`src/pkg/pap_regs.svh`:
```
// Register offsets, field positions and reset values of the ingress auth/police bank
// Operation
// - Mode 01 blocks list misses, auth on
// - Mode 10 forwards list misses, auth off
// - Mode 11 traps all to host port
// - Bit 2 list enable, read-only, resets zero
// - Port index bits 18:16, eight ports
// - Queue pointer bits 1:0, four queues
// - Eight four-bit priority fields, queue in low bits
// - Reset map pairs priorities onto queues 0..3
// - Bit 0 enables policing and early discard
// - Bit 1 selects color blind over aware
// - Bit 2 lets discard drop reservation frames
// - Bit 3 remaps DSCP color when aware
// - Bit 4 marks color into DSCP field
// - Bits 6:5 non-IP frame color, reset 01
// - Bit 7 per-port policing, else port zero
// - Bits 9:8 select counter color statistic
// - Bit 10 drops all above memory maximum
// - Bit 11 counts only discarded frames
// - Rate entry addressed by queue and port
`ifndef PAP_REGS_SVH
`define PAP_REGS_SVH
// -----------------------------------------------------------------
// Register word indices (byte address is four times the index)
// -----------------------------------------------------------------
`define PAP_IDX_AUTH 14'h0803
`define PAP_IDX_PTR 14'h0804
`define PAP_IDX_MAP 14'h0808
`define PAP_IDX_POL 14'h080C
`define PAP_IDX_STAT 14'h0810
// -----------------------------------------------------------------
// Field positions, codes and reset values
// -----------------------------------------------------------------
`define PAP_AUTH_ACL_BIT 2
`define PAP_MODE_BLOCK 2'h1
`define PAP_MODE_PASS 2'h2
`define PAP_MODE_TRAP 2'h3
`define PAP_PTR_PORT_LSB 16
`define PAP_MAP_RST 16'hFA50
`define PAP_POL_RST 12'h020
`define PAP_POL_EN 0
`define PAP_POL_BLIND 1
`define PAP_POL_SRP 2
`define PAP_POL_REMAP 3
`define PAP_POL_MARK 4
`define PAP_POL_NIP_LSB 5
`define PAP_POL_PORT 7
`define PAP_POL_SEL_LSB 8
`define PAP_POL_DROPALL 10
`define PAP_POL_DROPCNT 11
`define PAP_COLOR_GREEN 2'h1
`endif

```
`src/pkg/pap_pkg.sv`:
```
// Shared types of the ingress auth/police bank
package pap_pkg;
  typedef logic [1:0] pap_color_t;
  typedef logic [1:0] pap_queue_t;
  typedef logic [13:0] pap_idx_t;
endpackage : pap_pkg

```
`src/pkg/pap_bus_if.sv`:
```
// Register access strobes between bus front end and register bank
`timescale 1ns/1ps
`default_nettype none
interface pap_bus_if;
  import pap_pkg::*;
  logic wr_en;
  pap_idx_t wr_idx;
  logic [31:0] wr_data;
  logic rd_en;
  pap_idx_t rd_idx;
  logic [31:0] rd_data;
  modport front (output wr_en, output wr_idx, output wr_data, output rd_en, output rd_idx, input rd_data);
  modport bank (input wr_en, input wr_idx, input wr_data, input rd_en, input rd_idx, output rd_data);
endinterface : pap_bus_if
`default_nettype wire

```
`src/core/pap_ahb_front.sv`:
```
// AHB-Lite slave front end, zero wait states, always OKAY
`timescale 1ns/1ps
`default_nettype none
module pap_ahb_front
  import pap_pkg::*;
(
  // Clock and reset
  input wire logic clk_in,
  input wire logic rst_in,
  // AHB-Lite slave
  input wire logic hsel_in,
  input wire logic [31:0] haddr_in,
  input wire logic [1:0] htrans_in,
  input wire logic hwrite_in,
  input wire logic [31:0] hwdata_in,
  input wire logic hready_in,
  output logic [31:0] hrdata_out,
  output logic hreadyout_out,
  output logic hresp_out,
  // Register side
  pap_bus_if.front bus
);
  logic wr_pend;
  logic next_wr_pend;
  pap_idx_t wr_idx;
  pap_idx_t next_wr_idx;
  logic [31:0] next_hrdata;
  logic addr_ok;

  // Address phase acceptance and read strobe, data phase write strobe
  assign addr_ok = hsel_in & htrans_in[1] & hready_in;
  assign bus.rd_en = addr_ok & ~hwrite_in;
  assign bus.rd_idx = haddr_in[15:2];
  assign bus.wr_en = wr_pend & hready_in;
  assign bus.wr_idx = wr_idx;
  assign bus.wr_data = hwdata_in;

  // Next write pending and read data
  always_comb begin
    next_wr_pend = wr_pend;
    next_wr_idx = wr_idx;
    next_hrdata = hrdata_out;
    if (hready_in) begin
      next_wr_pend = addr_ok & hwrite_in;
      next_wr_idx = haddr_in[15:2];
    end
    if (bus.rd_en) begin
      next_hrdata = bus.rd_data;
    end
  end

  // Front end state
  always_ff @(posedge clk_in or posedge rst_in) begin
    if (rst_in) begin
      wr_pend <= 1'b0;
      wr_idx <= 14'h0000;
      hrdata_out <= 32'h0000_0000;
      hreadyout_out <= 1'b0;
      hresp_out <= 1'b0;
    end else begin
      wr_pend <= next_wr_pend;
      wr_idx <= next_wr_idx;
      hrdata_out <= next_hrdata;
      hreadyout_out <= 1'b1;
      hresp_out <= 1'b0;
    end
  end
endmodule : pap_ahb_front
`default_nettype wire

```
`src/core/pap_ingress_ctrl.sv`:
```
// Per-port ingress authentication, queue mapping and policer control bank
`timescale 1ns/1ps
`default_nettype none
`include "pap_regs.svh"
module pap_ingress_ctrl
  import pap_pkg::*;
(
  // Clock and reset
  input wire logic clk_in,
  input wire logic rst_in,
  // AHB-Lite slave
  input wire logic hsel_in,
  input wire logic [31:0] haddr_in,
  input wire logic [1:0] htrans_in,
  input wire logic [2:0] hsize_in,
  input wire logic hwrite_in,
  input wire logic [31:0] hwdata_in,
  input wire logic hready_in,
  output logic [31:0] hrdata_out,
  output logic hreadyout_out,
  output logic hresp_out,
  // List state from the classifier
  input wire logic acl_list_enable_in,
  // Per-frame inputs
  input wire logic frame_valid_in,
  input wire logic [2:0] frame_prio_in,
  input wire logic frame_is_ip_in,
  input wire logic frame_srp_in,
  input wire pap_color_t dscp_color_in,
  input wire pap_color_t remap_color_in,
  input wire logic wred_drop_req_in,
  input wire logic pm_over_max_in,
  input wire logic pm_prob_drop_in,
  // Authentication decisions
  output logic auth_active_out,
  output logic miss_block_out,
  output logic miss_forward_out,
  output logic hit_list_action_out,
  output logic trap_to_host_out,
  // Indirect pointers
  output logic [2:0] port_index_out,
  output pap_queue_t queue_ptr_out,
  output logic [2:0] rate_port_out,
  output pap_queue_t rate_queue_out,
  // Per-frame results
  output logic frame_valid_out,
  output pap_queue_t frame_queue_out,
  output pap_color_t frame_color_out,
  output logic color_mark_out,
  output logic wred_drop_out,
  output logic pm_drop_out,
  // Policer settings
  output logic police_en_out,
  output logic color_blind_out,
  output logic per_port_police_out,
  output logic [1:0] perf_counter_sel_out,
  output logic count_dropped_only_out
);
  // -----------------------------------------------------------------
  // Bus front end
  // -----------------------------------------------------------------
  pap_bus_if bus ();

  pap_ahb_front u_front (
    .clk_in(clk_in),
    .rst_in(rst_in),
    .hsel_in(hsel_in),
    .haddr_in(haddr_in),
    .htrans_in(htrans_in),
    .hwrite_in(hwrite_in),
    .hwdata_in(hwdata_in),
    .hready_in(hready_in),
    .hrdata_out(hrdata_out),
    .hreadyout_out(hreadyout_out),
    .hresp_out(hresp_out),
    .bus(bus)
  );

  // -----------------------------------------------------------------
  // Register state
  // -----------------------------------------------------------------
  logic [1:0] auth_mode;
  logic [1:0] next_auth_mode;
  logic acl_seen;
  logic [2:0] port_index;
  logic [2:0] next_port_index;
  pap_queue_t queue_ptr;
  pap_queue_t next_queue_ptr;
  logic [15:0] prio_map;
  logic [15:0] next_prio_map;
  logic [15:0] map_from_bus;
  logic [31:0] map_word;
  logic [11:0] pol;
  logic [11:0] next_pol;
  logic [4:0] stat_word;

  // Word size is the only width used; hsize is accepted as is
  logic size_unused;
  assign size_unused = ^hsize_in;

  // Priority fields unpack from and pack into the map word
  genvar p;
  generate
    for (p = 0; p < 8; p++) begin : g_prio
      assign map_from_bus[2*p +: 2] = bus.wr_data[4*p +: 2];
      assign map_word[4*p +: 4] = {2'b00, next_prio_map[2*p +: 2]};
    end
  endgenerate

  // Register writes, reserved bits dropped
  always_comb begin
    next_auth_mode = auth_mode;
    next_port_index = port_index;
    next_queue_ptr = queue_ptr;
    next_prio_map = prio_map;
    next_pol = pol;
    if (bus.wr_en) begin
      case (bus.wr_idx)
        `PAP_IDX_AUTH: begin
          next_auth_mode = bus.wr_data[1:0];
        end
        `PAP_IDX_PTR: begin
          next_port_index = bus.wr_data[`PAP_PTR_PORT_LSB +: 3];
          next_queue_ptr = bus.wr_data[1:0];
        end
        `PAP_IDX_MAP: begin
          next_prio_map = map_from_bus;
        end
        `PAP_IDX_POL: begin
          next_pol = bus.wr_data[11:0];
        end
        default: begin
        end
      endcase
    end
  end

  // Register flops
  always_ff @(posedge clk_in or posedge rst_in) begin
    if (rst_in) begin
      auth_mode <= 2'h0;
      acl_seen <= 1'b0;
      port_index <= 3'h0;
      queue_ptr <= 2'h0;
      prio_map <= `PAP_MAP_RST;
      pol <= `PAP_POL_RST;
    end else begin
      auth_mode <= next_auth_mode;
      acl_seen <= acl_list_enable_in;
      port_index <= next_port_index;
      queue_ptr <= next_queue_ptr;
      prio_map <= next_prio_map;
      pol <= next_pol;
    end
  end

  // -----------------------------------------------------------------
  // Read mux, uses values after any write in the same cycle
  // -----------------------------------------------------------------
  assign stat_word = {acl_seen, trap_to_host_out, miss_forward_out, miss_block_out, auth_active_out};

  always_comb begin
    bus.rd_data = 32'h0000_0000;
    if (bus.rd_en) begin
      case (bus.rd_idx)
        `PAP_IDX_AUTH: begin
          bus.rd_data = {29'h0000_0000, acl_seen, next_auth_mode};
        end
        `PAP_IDX_PTR: begin
          bus.rd_data = {13'h0000, next_port_index, 14'h0000, next_queue_ptr};
        end
        `PAP_IDX_MAP: begin
          bus.rd_data = map_word;
        end
        `PAP_IDX_POL: begin
          bus.rd_data = {20'h0_0000, next_pol};
        end
        `PAP_IDX_STAT: begin
          bus.rd_data = {27'h000_0000, stat_word};
        end
        default: begin
          bus.rd_data = 32'h0000_0000;
        end
      endcase
    end
  end

  // -----------------------------------------------------------------
  // Decoded control and per-frame results
  // -----------------------------------------------------------------
  logic next_auth_active;
  logic next_miss_block;
  logic next_miss_forward;
  logic next_hit_action;
  logic next_trap;
  logic [2:0] next_rate_port;
  logic next_frame_valid;
  pap_queue_t next_frame_queue;
  pap_color_t next_frame_color;
  logic next_color_mark;
  logic next_wred_drop;
  logic next_pm_drop;
  logic srp_ok;
  logic pm_cond;

  // Mode decode and frame handling
  always_comb begin
    next_auth_active = (auth_mode == `PAP_MODE_BLOCK) || (auth_mode == `PAP_MODE_TRAP);
    next_miss_block = acl_seen && next_auth_active;
    next_miss_forward = acl_seen && (auth_mode == `PAP_MODE_PASS);
    next_hit_action = acl_seen && (auth_mode != 2'h0);
    next_trap = (auth_mode == `PAP_MODE_TRAP);
    // Aggregate rates live under port zero
    next_rate_port = pol[`PAP_POL_PORT] ? port_index : 3'h0;
    next_frame_valid = frame_valid_in;
    next_frame_queue = prio_map[2*frame_prio_in +: 2];
    // Color selection for the policer
    if (!pol[`PAP_POL_EN] || pol[`PAP_POL_BLIND]) begin
      next_frame_color = `PAP_COLOR_GREEN;
    end else if (!frame_is_ip_in) begin
      next_frame_color = pol[`PAP_POL_NIP_LSB +: 2];
    end else if (pol[`PAP_POL_REMAP]) begin
      next_frame_color = remap_color_in;
    end else begin
      next_frame_color = dscp_color_in;
    end
    next_color_mark = frame_valid_in && pol[`PAP_POL_EN] && pol[`PAP_POL_MARK];
    // Reservation frames are protected unless allowed
    srp_ok = !frame_srp_in || pol[`PAP_POL_SRP];
    next_wred_drop = frame_valid_in && pol[`PAP_POL_EN] && wred_drop_req_in && srp_ok;
    pm_cond = pol[`PAP_POL_DROPALL] ? pm_over_max_in : pm_prob_drop_in;
    next_pm_drop = frame_valid_in && pol[`PAP_POL_EN] && pm_cond && srp_ok;
  end

  // Output flops
  always_ff @(posedge clk_in or posedge rst_in) begin
    if (rst_in) begin
      auth_active_out <= 1'b0;
      miss_block_out <= 1'b0;
      miss_forward_out <= 1'b0;
      hit_list_action_out <= 1'b0;
      trap_to_host_out <= 1'b0;
      rate_port_out <= 3'h0;
      frame_valid_out <= 1'b0;
      frame_queue_out <= 2'h0;
      frame_color_out <= 2'h0;
      color_mark_out <= 1'b0;
      wred_drop_out <= 1'b0;
      pm_drop_out <= 1'b0;
    end else begin
      auth_active_out <= next_auth_active;
      miss_block_out <= next_miss_block;
      miss_forward_out <= next_miss_forward;
      hit_list_action_out <= next_hit_action;
      trap_to_host_out <= next_trap;
      rate_port_out <= next_rate_port;
      frame_valid_out <= next_frame_valid;
      frame_queue_out <= next_frame_queue;
      frame_color_out <= next_frame_color;
      color_mark_out <= next_color_mark;
      wred_drop_out <= next_wred_drop;
      pm_drop_out <= next_pm_drop;
    end
  end

  // Settings driven straight from register flops
  assign port_index_out = port_index;
  assign queue_ptr_out = queue_ptr;
  assign rate_queue_out = queue_ptr;
  assign police_en_out = pol[`PAP_POL_EN];
  assign color_blind_out = pol[`PAP_POL_BLIND];
  assign per_port_police_out = pol[`PAP_POL_PORT];
  assign perf_counter_sel_out = pol[`PAP_POL_SEL_LSB +: 2];
  assign count_dropped_only_out = pol[`PAP_POL_DROPCNT];
endmodule : pap_ingress_ctrl
`default_nettype wire

```
`config.mk`:
```
export PLATFORM = sky130hd
export DESIGN_NAME = pap_ingress_ctrl
export DESIGN_NICKNAME = d
export VERILOG_FILES = /design/src/pkg/pap_pkg.sv /design/src/pkg/pap_bus_if.sv /design/src/core/pap_ahb_front.sv /design/src/core/pap_ingress_ctrl.sv
export VERILOG_INCLUDE_DIRS = /design/src /design/src/pkg
export SDC_FILE = /design/constraint.sdc
export NUM_CORES = 1
export LEC_CHECK = 0
export BUFFER_PORTS_ARGS = -buffer_cell sky130_fd_sc_hd__buf_2
export CORE_UTILIZATION = 48
export CTS_BUF_LIST = sky130_fd_sc_hd__clkbuf_8
export DETAILED_ROUTE_END_ITERATION = 10
export PLACE_DENSITY = 0.76
export SYNTH_ARGS = -nofsm -noshare
export SYNTH_HDL_FRONTEND = slang
export SYNTH_HIERARCHICAL = 1
export SYNTH_SLANG_ARGS = --single-unit
```
`constraint.sdc`:
```
create_clock -name clk_in -period 2.4 [get_ports clk_in]
set_clock_uncertainty 0.2 [all_clocks]
set_input_delay 0 -clock clk_in [delete_from_list [all_inputs] [get_ports clk_in]]
set_output_delay 0 -clock clk_in [all_outputs]
set_load 0.05 [all_outputs]
```
==> impl_metrics.json <==
{
  "outcome": "finished with violations",
  "violations": "setup timing",
  "gp_congestion": 0.828,
  "grt_max_degree": 53,
  "critPathKind": "reg2reg",
  "final_area_sq_um": 6330,
  "cp_max_fo": 4,
  "hold_path.class": "in2reg",
  "worst_ep_required_time_ns": 2.46,
  "p_total_mw": 3.33,
  "setup_viol": 10,
  "tightest_slew_ns": 0.664,
  "path_clk_slew_ns": 0.10,
  "drv_cap": 0,
  "setup_slack_ns": -0.0742,
  "start_util_pct": 50.6,
  "fill_cells": 681,
  "die_h_um": 102,
  "cts_sinks": 100,
  "endpoint_kind": "register",
  "finish.utilization_pct": 67.3,
  "placed_cells": 590,
  "drc": 0,
  "ir_worst_vdd_uv": 495,
  "max_freq_mhz": 404,
  "postSynthAreaPerCell_sq_um": 12.9,
  "ant_nets": 0,
  "port-buffer-count": 118,
  "dieWidth_um": 102,
  "die-area_sq_um": 10300,
  "area_growth_pct": 33.0,
  "path_cells": "nor4_4, nand4_1, buf_4, mux2_2, a32o_1, o31a_1, mux2_4",
  "core-area_sq_um": 9420,
  "hold_viol": 0,
  "ys_warn_count": 6,
  "vias": 3433,
  "core.rowCount": 35,
  "leakage_nw": 3.26,
  "nets": 633,
  "fin_tns_setup_ns": -0.269,
  "place_area_sq_um": 5330,
  "post_drt_wl_per_cell_um": 17.1,
  "grt_overflow": 0,
  "cp-start-kind": "register",
  "synth_area_sq_um": 4760,
  "grt_pass1_vias": 3643,
  "powerDensity_nw_per_um2": 526,
  "cp.arrival_ns": 2.54,
  "drt_iter0_markers": 119,
  "clock_latency_ns": 0.37,
  "grt_pass1_wl_mm": 18.3,
  "first_pass_iters": 5,
  "n_antenna_cell": 0,
  "multi_input_area_sq_um": 1950,
  "netlist_instances": 369,
  "hpwl_mm": 7.30,
  "slowest_stage": "dfrtp_1",
  "cts_buffer_depth": 2,
  "drt-total-wl_mm": 11.6,
  "grt_usage_pct": 23.5,
  "vias_per_cell": 5.06,
  "root_buffer": "clkbuf_8",
  "final-seq-area_sq_um": 2510,
  "finalNonFillerCells": 679,
  "cts_buffers": 9,
  "min_period_over_period_pct": 103,
  "cts_tree": "built",
  "drive_gt1_share_pct": 47.6,
  "maxSlewHeadroom_pct": 55.7,
  "rsz0062_at_grt": "yes",
  "finalMaxSlewViolations": 0,
  "critPathMaxStageDelay_ns": 0.42,
  "min_period_ns": 2.47,
  "io_pins": 151,
  "antenna_found_initial": 0,
  "htree_num_levels": 3
}
[final timing paths]
check | startpoint | end | slack [ns] | cells after the start
max | u_front/bus.wr_idx[5] | u_front/hrdata_out[1] | -0.07 | 7
min | frame_prio_in[0] | frame_queue_out[0] | 0.008 | 3
max reg2reg | u_front/bus.wr_idx[5] | u_front/hrdata_out[1] | -0.07 | 7
min reg2reg | prio_map[15] | prio_map[15] | 0.29 | 2
max in group asynchronous | rst_in | u_front/wr_pend | 1.26 | 4
min in group asynchronous | rst_in | u_front/hrdata_out[5] | 0.07 | 3
[critical path, delay by kind of cell (launching register included)]
kind                   cells  cell delay [ns]
multiplexers               2             0.54
AO/OA/AOI/OAI              2             0.52
AND/OR/NAND/NOR            2             0.50
flip-flops                 1             0.42
buffers and inverters      1             0.18
[final cells by class]
cell class / count / share of cell area, %
repair buffers: 208 / 23.2
inverters: 15 / 0.889
clock inverters: 6 / 0.770
clock buffers: 10 / 2.17
multi-input cells: 211 / 30.7
well taps: 129 / 2.55
flip-flops and latches: 100 / 39.7
[metal layers]
| layer | vias to the layer above | wire length [um] | track usage [%] |
|---|---|---|---|
| met3 | 8 | 620 | 4.55 |
| met5 | - | 0 | 0 |
| met4 | 0 | 72 | 6.58 |
| met1 | 1707 | 4860 | 29.2 |
| met2 | 118 | 6070 | 41.6 |
| li1 | 1600 | - | - |
[placed cells by master (no fill, tap or decap), types with 3 or more instances in the layout]
cell type        n
a21oi_1         10
clkbuf_8        10
nor4b_1          3
inv_1           13
dlygate4sd3_1   70
dfstp_2          9
mux2_4          39
mux2i_1          4
nor2_1          10
mux2i_2          3
conb_1          11
buf_2          118
nand4_1          5
a32o_1           7
and3_1           5
mux4_2           4
and3_4           4
nand2_1         27
clkinvlp_4       3
mux2_2          32
dfrtp_1         91
buf_4           17
nor3_2           4
or3_1            3
and2_1           8
[power breakdown]
part	internal, mW	switching (mW)
Sequential	1.75	0.0455
Combinational	0.235	0.282
Clock	0.412	0.608
Total	2.39	0.936
[timing repair]
item	CTS	global route
buffers inserted	2	1
pin swaps	6	2
resized for setup	10	13
endpoints found under the hold margin	151	0
setup endpoints to repair	13	23
hold buffers	70	0
[sequential cells by signal (all words and copies together), names as in the netlist, 2 cells and up]
register	flops
port_index_out	3
u_front/bus.wr_idx	14
u_front/hrdata_out	32
pol	12
rate_port_out	3
frame_color_out	2
auth_mode	2
frame_queue_out	2
prio_map	16
queue_ptr_out	2
[metrics by stage]
stage                     worst slack [ns]  hold slack [ns]
final                              -0.0742          0.00771
after global routing                -0.160           0.0468
after CTS                          -0.0633           0.0120
after detailed placement            -0.112          -0.0821
after global placement              -0.122          -0.0861
after floorplan                     0.0128           -0.169
Note: power is estimated with default switching activity, not from simulation.
